`src/verilog/mrc_pkg.sv`:
```
package mrc_pkg;

  // oscillator source selection
  typedef enum logic [1:0] {
    MRC_OSC_FAST_XTAL,
    MRC_OSC_SLOW_XTAL,
    MRC_OSC_EXT_RC,
    MRC_OSC_INT_RC
  } mrc_osc_e;

  // reset sequencer states
  typedef enum logic [1:0] {
    MRC_ST_HOLD,
    MRC_ST_STARTUP,
    MRC_ST_RELEASE,
    MRC_ST_RUN
  } mrc_state_e;

  // reset cause class latched while the reset is held
  typedef enum logic [1:0] {
    MRC_CAUSE_POWER,
    MRC_CAUSE_PIN,
    MRC_CAUSE_WDT_RUN,
    MRC_CAUSE_WDT_SLEEP
  } mrc_cause_e;

  localparam int MRC_CLK_MHZ = 100;
  localparam int MRC_STARTUP_LONG_CYCLES = 1024;
  localparam int MRC_STARTUP_SHORT_CYCLES = 2;
  localparam int MRC_RELEASE_DELAY_MS = 100;
  localparam int MRC_RELEASE_DELAY_CYCLES =
    MRC_RELEASE_DELAY_MS * 1000 * MRC_CLK_MHZ;
  localparam int MRC_LOW_SUPPLY_MIN_NS = 1000;
  localparam int MRC_LOW_SUPPLY_MIN_CYCLES =
    (MRC_LOW_SUPPLY_MIN_NS * MRC_CLK_MHZ + 999) / 1000;
  localparam int MRC_CNT_W = 32;

  // reset values per register
  localparam logic [7:0] MRC_PORT_RST = 8'hFF;
  localparam logic [7:0] MRC_SYSCTRL2_RST = 8'h8A;
  localparam logic [7:0] MRC_TIMER0_CTRL_RST = 8'h08;
  localparam logic [7:0] MRC_CONV_CTRL_RST = 8'h40;
  localparam logic [7:0] MRC_INT_EN_RST = 8'h00;
  localparam logic [7:0] MRC_PC_RST = 8'h00;
  localparam logic [2:0] MRC_SP_TOP = 3'h5;
  localparam logic [7:0] MRC_PRESCALE_RST = 8'h00;

endpackage

```
`src/verilog/mrc_sync.sv`:
```
`timescale 1ns/1ps
module mrc_sync
  import mrc_pkg::*;
#(
  parameter logic RST_VAL = 1'b0
) (
  // clock and reset
  input wire logic clk,
  input wire logic rst_n,
  // raw and filtered level
  input wire logic din,
  output logic dout
);

  typedef struct packed {
    logic [2:0] sh;
    logic q;
  } mrc_sync_s;

  mrc_sync_s st_r;
  mrc_sync_s st_nxt;

  // stage 0 only feeds stage 1; stages 1 and 2 must agree to change
  always_comb begin
    st_nxt = st_r;
    st_nxt.sh = {st_r.sh[1:0], din};
    if (st_r.sh[1] == st_r.sh[2]) begin
      st_nxt.q = st_r.sh[2];
    end
  end

  always_ff @(posedge clk or negedge rst_n) begin
    if (!rst_n) begin
      st_r <= {{3{RST_VAL}}, RST_VAL};
    end else begin
      st_r <= st_nxt;
    end
  end

  assign dout = st_r.q;

endmodule

```
`src/verilog/mrc_reset_ctrl.sv`:
```
// Operation
// reset while supply is low and the low-supply reset is enabled
// a low-supply dip not longer than the minimum time is ignored
// enable and threshold of low-supply reset come from configuration
// running watchdog time-out resets like the pin, also sets timeout
// sleeping watchdog time-out clears only pc and stack, sets timeout
// rc clock sources choose 1024 or 2 start-up cycles
// crystal clock sources always use 1024 start-up cycles
// an extra release delay of 100 ms follows removal of the cause
// flags: power clears both, pin keeps, watchdog sets per mode
// power-on gives pc zero and stack pointer at the top
// power-on clears every interrupt enable
// any reset clears the watchdog counter, restarting after
// power-on stops both timer/event counters
// power-on clears the timer prescalers
// full resets set port direction and data latches to all ones
// full resets load control register defaults
// data registers retained or undefined; left to the core
// holding the reset pin low restarts execution from address zero
// all causes merge into one reset released on the clock
`timescale 1ns/1ps
module mrc_reset_ctrl
  import mrc_pkg::*;
#(
  parameter int RELEASE_CYCLES = MRC_RELEASE_DELAY_CYCLES
) (
  // clock and power-on reset
  input wire logic clk,
  input wire logic rst_n,
  // reset causes
  input wire logic external_reset_pin_n,
  input wire logic supply_low,
  input wire logic watchdog_timeout,
  input wire logic sleep_mode,
  // configuration options
  input wire logic low_supply_reset_en,
  input wire logic [1:0] low_supply_threshold_cfg,
  input wire mrc_osc_e osc_select,
  input wire logic short_startup_cfg,
  // threshold selection sent to the analog supply detector
  output logic [1:0] low_supply_threshold,
  // reset to the core
  output logic core_reset_n,
  output logic full_reset_pulse,
  output logic sleep_wake_reset_pulse,
  output logic watchdog_clear,
  // status flags
  output logic watchdog_timeout_flag,
  output logic powerdown_flag,
  input wire logic powerdown_set,
  input wire logic flags_clear,
  // values loaded on reset
  output logic [7:0] pc_reset_value,
  output logic [2:0] sp_reset_value,
  output logic [7:0] int_enable_value,
  output logic timers_stopped,
  output logic [7:0] prescaler_value,
  output logic [7:0] port_dir_value,
  output logic [7:0] port_data_value,
  output logic [7:0] system_control_second,
  output logic [7:0] timer0_control,
  output logic [7:0] converter_control
);

  typedef struct packed {
    mrc_state_e state;
    mrc_cause_e cause;
    logic [MRC_CNT_W-1:0] cnt;
    logic [MRC_CNT_W-1:0] low_cnt;
    logic low_qual;
    logic wdt_d;
    logic core_rst_n;
    logic full_pulse;
    logic wake_pulse;
    logic wdt_clr;
    logic to_flag;
    logic pd_flag;
    logic [1:0] thr;
  } mrc_ctrl_s;

  mrc_ctrl_s st_r;
  mrc_ctrl_s st_nxt;

  logic pin_n_s;
  logic low_s;

  // pin and analog detector come from outside the clock domain
  mrc_sync #(.RST_VAL(1'b0)) u_pin_sync (
    .clk(clk),
    .rst_n(rst_n),
    .din(external_reset_pin_n),
    .dout(pin_n_s)
  );

  mrc_sync #(.RST_VAL(1'b0)) u_low_sync (
    .clk(clk),
    .rst_n(rst_n),
    .din(supply_low),
    .dout(low_s)
  );

  function automatic logic [MRC_CNT_W-1:0] startup_len(
    input mrc_osc_e osc,
    input logic short_cfg
  );
    logic rc_src;
    rc_src = (osc == MRC_OSC_EXT_RC) || (osc == MRC_OSC_INT_RC);
    if (rc_src && short_cfg) begin
      startup_len = MRC_CNT_W'(MRC_STARTUP_SHORT_CYCLES);
    end else begin
      startup_len = MRC_CNT_W'(MRC_STARTUP_LONG_CYCLES);
    end
  endfunction

  logic wdt_evt;
  logic hold_req;

  assign wdt_evt = watchdog_timeout && !st_r.wdt_d;
  // qualified low supply only counts while the option is on
  assign hold_req = !pin_n_s
    || (st_r.low_qual && low_supply_reset_en);

  always_comb begin
    st_nxt = st_r;
    st_nxt.wdt_d = watchdog_timeout;
    st_nxt.full_pulse = 1'b0;
    st_nxt.wake_pulse = 1'b0;
    st_nxt.wdt_clr = 1'b0;
    st_nxt.thr = low_supply_threshold_cfg;
    // dip must last longer than the minimum before it qualifies
    if (low_s) begin
      if (st_r.low_cnt < MRC_CNT_W'(MRC_LOW_SUPPLY_MIN_CYCLES)) begin
        st_nxt.low_cnt = st_r.low_cnt + MRC_CNT_W'(1);
      end else begin
        st_nxt.low_qual = 1'b1;
      end
    end else begin
      st_nxt.low_cnt = '0;
      st_nxt.low_qual = 1'b0;
    end
    if (powerdown_set) begin
      st_nxt.pd_flag = 1'b1;
    end else if (flags_clear) begin
      st_nxt.pd_flag = 1'b0;
    end
    if (flags_clear) begin
      st_nxt.to_flag = 1'b0;
    end
    case (st_r.state)
      MRC_ST_HOLD: begin
        st_nxt.core_rst_n = 1'b0;
        st_nxt.wdt_clr = 1'b1;
        if (!hold_req) begin
          st_nxt.state = MRC_ST_STARTUP;
          st_nxt.cnt = startup_len(osc_select, short_startup_cfg);
        end
      end
      MRC_ST_STARTUP: begin
        st_nxt.core_rst_n = 1'b0;
        st_nxt.wdt_clr = 1'b1;
        if (hold_req) begin
          st_nxt.state = MRC_ST_HOLD;
        end else if (st_r.cnt <= MRC_CNT_W'(1)) begin
          st_nxt.state = MRC_ST_RELEASE;
          st_nxt.cnt = MRC_CNT_W'(RELEASE_CYCLES);
        end else begin
          st_nxt.cnt = st_r.cnt - MRC_CNT_W'(1);
        end
      end
      MRC_ST_RELEASE: begin
        st_nxt.core_rst_n = 1'b0;
        st_nxt.wdt_clr = 1'b1;
        if (hold_req) begin
          st_nxt.state = MRC_ST_HOLD;
        end else if (st_r.cnt <= MRC_CNT_W'(1)) begin
          st_nxt.state = MRC_ST_RUN;
          st_nxt.core_rst_n = 1'b1;
          st_nxt.full_pulse = (st_r.cause != MRC_CAUSE_WDT_SLEEP);
          st_nxt.wake_pulse = (st_r.cause == MRC_CAUSE_WDT_SLEEP);
        end else begin
          st_nxt.cnt = st_r.cnt - MRC_CNT_W'(1);
        end
      end
      default: begin
        if (hold_req) begin
          st_nxt.state = MRC_ST_HOLD;
          st_nxt.cause = MRC_CAUSE_PIN;
          st_nxt.core_rst_n = 1'b0;
        end else if (wdt_evt) begin
          st_nxt.core_rst_n = 1'b0;
          st_nxt.to_flag = 1'b1;
          if (sleep_mode) begin
            st_nxt.cause = MRC_CAUSE_WDT_SLEEP;
            st_nxt.pd_flag = 1'b1;
            st_nxt.state = MRC_ST_STARTUP;
            st_nxt.cnt = startup_len(osc_select, short_startup_cfg);
          end else begin
            st_nxt.cause = MRC_CAUSE_WDT_RUN;
            st_nxt.state = MRC_ST_HOLD;
          end
        end
      end
    endcase
    // a pin or supply reset during a sleep wake becomes a full reset
    if (hold_req && st_r.state != MRC_ST_RUN &&
        st_r.cause == MRC_CAUSE_WDT_SLEEP) begin
      st_nxt.cause = MRC_CAUSE_PIN;
    end
    // the watchdog stays cleared on every cycle the core is held
    st_nxt.wdt_clr = !st_nxt.core_rst_n;
  end

  // power-on state: both flags clear, cause is power
  always_ff @(posedge clk or negedge rst_n) begin
    if (!rst_n) begin
      st_r <= '{state: MRC_ST_HOLD, cause: MRC_CAUSE_POWER,
                cnt: '0, low_cnt: '0, low_qual: 1'b0, wdt_d: 1'b0,
                core_rst_n: 1'b0, full_pulse: 1'b0, wake_pulse: 1'b0,
                wdt_clr: 1'b1, to_flag: 1'b0, pd_flag: 1'b0,
                thr: 2'h0};
    end else begin
      st_r <= st_nxt;
    end
  end

  assign low_supply_threshold = st_r.thr;
  assign core_reset_n = st_r.core_rst_n;
  assign full_reset_pulse = st_r.full_pulse;
  assign sleep_wake_reset_pulse = st_r.wake_pulse;
  assign watchdog_clear = st_r.wdt_clr;
  assign watchdog_timeout_flag = st_r.to_flag;
  assign powerdown_flag = st_r.pd_flag;
  // load values, constant except timers_stopped; the core samples them on its reset pulses
  assign pc_reset_value = MRC_PC_RST;
  assign sp_reset_value = MRC_SP_TOP;
  assign int_enable_value = MRC_INT_EN_RST;
  assign timers_stopped = !st_r.core_rst_n;
  assign prescaler_value = MRC_PRESCALE_RST;
  assign port_dir_value = MRC_PORT_RST;
  assign port_data_value = MRC_PORT_RST;
  assign system_control_second = MRC_SYSCTRL2_RST;
  assign timer0_control = MRC_TIMER0_CTRL_RST;
  assign converter_control = MRC_CONV_CTRL_RST;
endmodule

```
`config.mk`:
```
export PLATFORM = sky130hd
export DESIGN_NAME = mrc_reset_ctrl
export DESIGN_NICKNAME = d
export VERILOG_FILES = /design/src/verilog/mrc_pkg.sv /design/src/verilog/mrc_sync.sv /design/src/verilog/mrc_reset_ctrl.sv
export SDC_FILE = /design/constraint.sdc
export NUM_CORES = 1
export LEC_CHECK = 0
export BUFFER_PORTS_ARGS = -buffer_cell sky130_fd_sc_hd__buf_2
export CORE_ASPECT_RATIO = 0.75
export CORE_MARGIN = 10
export CORE_UTILIZATION = 50
export DETAILED_ROUTE_END_ITERATION = 7
export GPL_ROUTABILITY_DRIVEN = 0
export GPL_TIMING_DRIVEN = 0
export MAX_ROUTING_LAYER = met4
export PLACE_DENSITY = 0.73
export SLEW_MARGIN = 40
export SYNTH_ARGS = -nofsm -noshare
export SYNTH_HDL_FRONTEND = slang
export SYNTH_HIERARCHICAL = 1
export SYNTH_SLANG_ARGS = --single-unit
```
`constraint.sdc`:
```
create_clock -name clk -period 3.35 [get_ports clk]
set_input_delay 0.335 -clock clk [delete_from_list [all_inputs] [get_ports clk]]
set_output_delay 0.335 -clock clk [all_outputs]
set_load 0.03 [all_outputs]
```
; After elaboration in Yosys (flattened, before gate mapping)
; Index checks and enable logic that the tools add are counted.
[op_classes]
n_addsub = 2
magnitude_cmp = 2
eq_ne = 16
n_mux = 36
n_bitwise = 1
reduce_logical = 21
[ops]
columns = op, n
row1 = $mux 32, 8
row2 = $pmux 32 s3, 1
row3 = $mux 36, 1
row4 = $mux 33, 1
row5 = $add 32x1->32 const B, 1
row6 = $le 32x1->1 const B, 1
row7 = $lt 32x7->1 const B, 1
row8 = $sub 32x1->32 const B, 1
row9 = $mux 2, 11
row10 = $ne 2x2->1 const B, 6
row11 = $mux 11, 1
row12 = $mux 3, 3
row13 = $eq 2x2->1 const B, 4
row14 = $reduce_and 4->1, 2
row15 = $reduce_bool 4->1, 2
row16 = $mux 1, 7
row17 = $ne 3x3->1 const B, 2
row18 = $pmux 2 s3, 1
row19 = $logic_and 1x1->1, 5
row20 = $reduce_bool 5->1, 1
row21 = $logic_not 1->1, 4
row22 = $mux 4, 1
row23 = $reduce_bool 3->1, 1
row24 = $reduce_or 3->1, 1
row25 = 9 further kinds, 11
[word_totals]
regBits = 86
inputBits = 14
output_inout_bits = 76
wordCells = 95

; Depth between registers and ports, before layout
[logic_depth]
depth_word = 9
depth_mapped = 9

; Cells and area by module
; The synthesis kept the hierarchy.
[modules_own_cells]
columns = module, n_inst, cells_each, area_per_inst_um2
row1 = mrc_reset_ctrl, 1, 440, 4349.2
row2 = mrc_sync, 2, 5, 111.4

; Worst setup path after synthesis
; No wires, ideal clock.
[synth_timing]
path_type = reg-to-reg
startpoint = reg st_r[48] in the netlist's numbering
endpoint = reg st_r[65] in the netlist's numbering
setup_time_ns = 0.121
arrival_ns = 2.238
slack_ns = 0.990
path_stages_with_launch = 8
cell_sequence = dfrtp_1 -> nor4_2 -> nand3_2 -> or2_1 -> buf_6 -> or4_4 -> o21ba_1 -> o22a_1
[synth_between]
elab_chain_len = 4
elab_cells_between_ends = 9
cone_classes = add/sub: 1 / order compare: 1 / eq/ne: 1 / mux: 5 / reduce/logical: 1
[synth_lines]
columns = element, line_no
row1 = start: declaration, mrc_reset_ctrl.sv:81  ; mrc_ctrl_s st_r;
row2 = start signal: assignment, mrc_reset_ctrl.sv:216  ; st_r <= '{state: MRC_ST_HOLD, cause: MRC_CAUSE_POWER,
row3 = start signal: assignment, mrc_reset_ctrl.sv:222  ; st_r <= st_nxt;
row4 = $sub 32x1->32 / $le 32x1->1 (equally long branches), n/a
row5 = "$mux 32, on equally long branches", "mrc_reset_ctrl.sv:175, mrc_reset_ctrl.sv:163"
row6 = "$mux 32, on equally long branches", "mrc_reset_ctrl.sv:173, mrc_reset_ctrl.sv:161"
row7 = $pmux 32 s3, mrc_reset_ctrl.sv:149  ; case (st_r.state)
; Several ways; a longest one is shown, not always the timed one. The select of a mux whose other input is x is not followed.
; A chain may end at the register's enable or synchronous reset.

; Final worst setup path
[layout_timing]
startpoint = reg st_r[48] in the netlist's numbering
endpoint = reg st_r[47] in the netlist's numbering
[layout_between]
elab_chain_len = 4
elab_cells_between_ends = 6
cone_classes = order compare: 1 / eq/ne: 1 / mux: 3 / reduce/logical: 1
[layout_lines]
columns = element, line_no
row1 = $le 32x1->1 (*), "mrc_reset_ctrl.sv:163, mrc_reset_ctrl.sv:175"
row2 = $mux 32, mrc_reset_ctrl.sv:163  ; end else if (st_r.cnt <= MRC_CNT_W'(1)) begin
row3 = $mux 32, mrc_reset_ctrl.sv:161  ; if (hold_req) begin
row4 = $pmux 32 s3, mrc_reset_ctrl.sv:149
; Every way passes the cells marked *; elsewhere a longest branch is shown, timed or not. The select of a mux whose other input is x is not followed.

==> impl_metrics.env <==
export IMPL_critPathLaunchType="register"
export IMPL_worst_path_most_repeated_cell="sky130_fd_sc_hd__buf_6"
export IMPL_yosys_mux_area_fraction_pct=0.465
export IMPL_synth_async_sr_flop_share_pct=100
export IMPL_die_y_um=103
export IMPL_floorplan_initialDensity_pct=51.0
export IMPL_timing_final_ws_setup_ns=0.590
export IMPL_synth_simple_gate_area_share_pct=20.4
export IMPL_synth_top_family_by_area="simple AND/OR/NAND/NOR gates"
export IMPL_core_um2=8970
export IMPL_drtAntennaViolNets=0
export IMPL_final_min_clock_period_ns=2.76
export IMPL_maximum_number_of_pins_on_one_net_before_global_route_repair=59
export IMPL_setup_slack_of_the_worst_register_to_register_path_ns=0.59
export IMPL_critical_path_capture_point_type="register"
export IMPL_grt_ovfl_total=0
export IMPL_post_route_cells_drive_above_1_share_pct=25.6
export IMPL_cts_root_buf="sky130_fd_sc_hd__clkbuf_16"
export IMPL_cts_sinks=86
export IMPL_synthXorXnorAreaFrac_pct=4.41
export IMPL_synth_area_per_cell_um2=10.2
export IMPL_worst_clock_skew_ns=0.00762
export IMPL_number_of_register_bits_inferred_by_synthesis=86
export IMPL_critical_path_max_fanout=10
export IMPL_critical_path_slowest_cell="sky130_fd_sc_hd__nor4_2"
export IMPL_final_fill_count=762
export IMPL_first_iter_violations=329
export IMPL_power_per_cell_area_nw_per_um2=776
export IMPL_worst_slew_pin_transition_ns=0.771
export IMPL_max_vdd_ir_drop_mv=0.380
export IMPL_share_of_synthesized_area_occupied_by_flip_flops_and_latches_pct=47.1
export IMPL_syn2layout_area_growth_pct=18.7
export IMPL_worstSkewPairLatency_ns=0.34
export IMPL_top_level_ports=90
export IMPL_cp_required_ns=3.62
export IMPL_critical_path_arrival_ns=3.03
export IMPL_ys_types=64
export IMPL_synth_compound_gate_area_share_pct=10.6
export IMPL_routed_via_count=3285
export IMPL_post_route_drc_count=0
export IMPL_routed_wl_um=9640
export IMPL_worst_path_largest_cell_delay_ns=0.72
export IMPL_critical_path_top_delay_family="simple AND/OR/NAND/NOR gates"
export IMPL_vias_in_the_first_global_route=3178
export IMPL_postSynth_topFlopCell="sky130_fd_sc_hd__dfrtp_1"
export IMPL_timing_critical_path_cells="nor4_2 > nand2_1 > nor4_4 > a21o_4 > buf_6 > nor2_2 > buf_6 > nor2_1"
export IMPL_viasPerCell=4.93
export IMPL_netlist_instances=450
export IMPL_mappedNetlistArea_um2=4570
export IMPL_place_detailed_hpwl_um=7160
export IMPL_gr_usage_all_layers_pct=15.1
export IMPL_criticalPathCategory="register to register"
export IMPL_cp_buffers_inverters=2
export IMPL_synth_yosys_warnings=6
export IMPL_row_count=30
export IMPL_placement_setup_worst_slack_ns=0.526
export IMPL_rsz0062_at_grt="false"
export IMPL_post_cts_setup_buffers=0
export IMPL_setup_viol=0
export IMPL_htree_levels=3
export IMPL_tritoncts="built"
export IMPL_period_share_pct=82.4
export IMPL_cts_clk_slew_worst_paths_ns=0.07
export IMPL_antenna_cell_count=0
export IMPL_hold_viol_final=0
export IMPL_die_x_um=130
export IMPL_design_final_nets=570
export IMPL_status="finished clean"
export IMPL_antenna_found_initial=0
export IMPL_placement_io_buffers=21
export IMPL_overall_die_area_um2=13400
export IMPL_first_pass_grt_wire_length_um=15800
export IMPL_numCtsBuffers=9
export IMPL_number_of_synthesized_flops_with_an_enable_pin=0
export IMPL_clock_path_buffers=2
export IMPL_max_clock_freq_mhz=362
export IMPL_synth_adder_area_share_pct=2.41
export IMPL_post_drt_wl_per_cell_um=14.5
export IMPL_final_max_slew_viol_count=0
export IMPL_cap_violations=0
export IMPL_slew_headroom_pct=48.2
export IMPL_power_static_leakage_uw=0.00270
export IMPL_hold_class="input port to register"
export IMPL_setup_tns_ns=0
export IMPL_firstDrtPassIters=4
## area by class of cell
type | instances | area (um^2) | area share (%)
timing repair buffer | 23 | 149 | 2.74
clock inverter | 7 | 71.3 | 1.31
sequential | 86 | 2150 | 39.7
multi-input combinational | 333 | 2020 | 37.3
tap | 112 | 140 | 2.58
inverter | 12 | 45.0 | 0.830
buffer | 84 | 617 | 11.4
clock buffer | 9 | 225 | 4.15
## path summary, 6_finish.rpt
check / end / start / depth (start not counted)
setup / recovery: st_r[47] / st_r[48] / 8
hold / removal: u_low_sync/st_nxt[2] / supply_low / 1
setup reg to reg: st_r[47] / st_r[48] / 8
hold reg to reg: u_pin_sync/st_nxt[3] / u_pin_sync/st_nxt[2] / 0
max in group asynchronous: watchdog_clear / rst_n / 3
min in group asynchronous: u_low_sync/st_r[3] / rst_n / 2
## through the flow
| step | cell area, um^2 | hold WS [ns] | power [uW] | utilization, % | std cells |
|---|---|---|---|---|---|
| detailed placement | 5100 | 0.224 | 3190 | 56.9 | 649 |
| CTS | 5410 | 0.0918 | 4180 | 60.3 | 666 |
| global route | 5430 | 0.0864 | 4470 | 60.5 | 666 |
| floorplan | 4820 | 0.0394 | 2790 | - | 515 |
| global placement | 5060 | 0.338 | 3130 | 56.4 | 648 |
| finish | 5430 | 0.0967 | 4210 | 60.5 | 666 |
## cell usage in the layout (no fill, tap or decap), types with 3 or more instances in the layout
master,netlist,final
sky130_fd_sc_hd__nor2b_1,3,3
sky130_fd_sc_hd__o31ai_1,3,3
sky130_fd_sc_hd__conb_1,2,67
sky130_fd_sc_hd__a21oi_1,14,14
sky130_fd_sc_hd__nor3_1,11,10
sky130_fd_sc_hd__nor4_1,9,8
sky130_fd_sc_hd__inv_6,0,5
sky130_fd_sc_hd__a21oi_2,3,3
sky130_fd_sc_hd__clkbuf_16,0,9
sky130_fd_sc_hd__or4_1,4,4
sky130_fd_sc_hd__nand3_1,7,7
sky130_fd_sc_hd__clkbuf_1,8,8
sky130_fd_sc_hd__o21a_1,4,4
sky130_fd_sc_hd__buf_4,70,70
sky130_fd_sc_hd__nor2_1,40,40
sky130_fd_sc_hd__nand4_1,5,5
sky130_fd_sc_hd__ha_1,7,7
sky130_fd_sc_hd__and2_1,30,30
sky130_fd_sc_hd__buf_6,5,6
sky130_fd_sc_hd__o21ai_0,23,23
sky130_fd_sc_hd__xor2_1,8,8
sky130_fd_sc_hd__buf_2,1,21
sky130_fd_sc_hd__nand2_1,18,18
sky130_fd_sc_hd__inv_1,12,12
sky130_fd_sc_hd__dfrtp_1,85,85
sky130_fd_sc_hd__xnor2_1,15,15
sky130_fd_sc_hd__or3_1,3,3
sky130_fd_sc_hd__or4_4,3,3
sky130_fd_sc_hd__o22a_1,3,3
sky130_fd_sc_hd__a2111oi_0,3,3
sky130_fd_sc_hd__or2_2,4,4
sky130_fd_sc_hd__a211oi_1,7,7
## where the power goes
group	leakage, uW	total (uW)	switching (uW)	internal, uW
clock	0.000147	986	459	528
sequential	0.00115	1390	183	1210
combinational	0.00141	1830	1080	754
## timing repair
| action | in CTS | in global routing |
|---|---|---|
| gates resized for setup | 0 | 0 |
| endpoints found under the hold margin | 28 | 0 |
| hold buffers | 1 | 0 |
## synth_stat cells, drive strengths merged (3+ instances only)
master / count / area [um^2]
dfrtp: 85 / 2130
xor2: 8 / 70.1
or2: 6 / 40.0
xnor2: 15 / 131
and2: 31 / 194
buf: 76 / 587
o21a: 4 / 30.0
a21oi: 17 / 96.4
a211oi: 7 / 52.6
ha: 7 / 87.6
clkbuf: 8 / 30.0
o22a: 3 / 26.3
inv: 12 / 45.0
nand2: 18 / 67.6
a2111oi: 3 / 26.3
nand4: 5 / 31.3
nor2b: 3 / 18.8
nand3: 8 / 45.0
nor4: 12 / 111
or4: 7 / 63.8
o31ai: 3 / 22.5
o21ai: 24 / 120
or3: 5 / 37.5
nor2: 41 / 156
nor3: 11 / 55.1
## cell families (layout without fill, tap and decap cells)
| logic type | Yosys count | in the layout |
|---|---|---|
| and+or+nand+nor | 159 | 159 |
| xor gates and xnor gates | 23 | 23 |
| muxes | 2 | 2 |
| adders and majority gates | 9 | 9 |
| buffers and inverters | 96 | 135 |
| DFF | 86 | 86 |
| other | 2 | 67 |
| AOI/OAI and AO/OA | 73 | 73 |
## registers in the layout, indices dropped and copies added, names as in the netlist
signal / cells
watchdog_timeout_flag: 1
low_supply_threshold: 2
watchdog_clear: 1
core_reset_n: 1
full_reset_pulse: 1
u_pin_sync/st_nxt: 2
u_pin_sync/st_r: 1
sleep_wake_reset_pulse: 1
u_low_sync/st_r: 1
st_r: 70
u_low_sync/dout: 1
u_low_sync/st_nxt: 2
powerdown_flag: 1
u_pin_sync/dout: 1
## per-layer routing
layer / share of wire [%] / GRT usage (%) / vias to the layer above
met5: 0 / - / -
met4: 1.4 / 3.41 / 0
met3: 8.2 / 4.47 / 12
met2: 43 / 21.8 / 121
met1: 47 / 20.5 / 1539
li1: - / - / 1613
(Power assumes the default switching activity.)
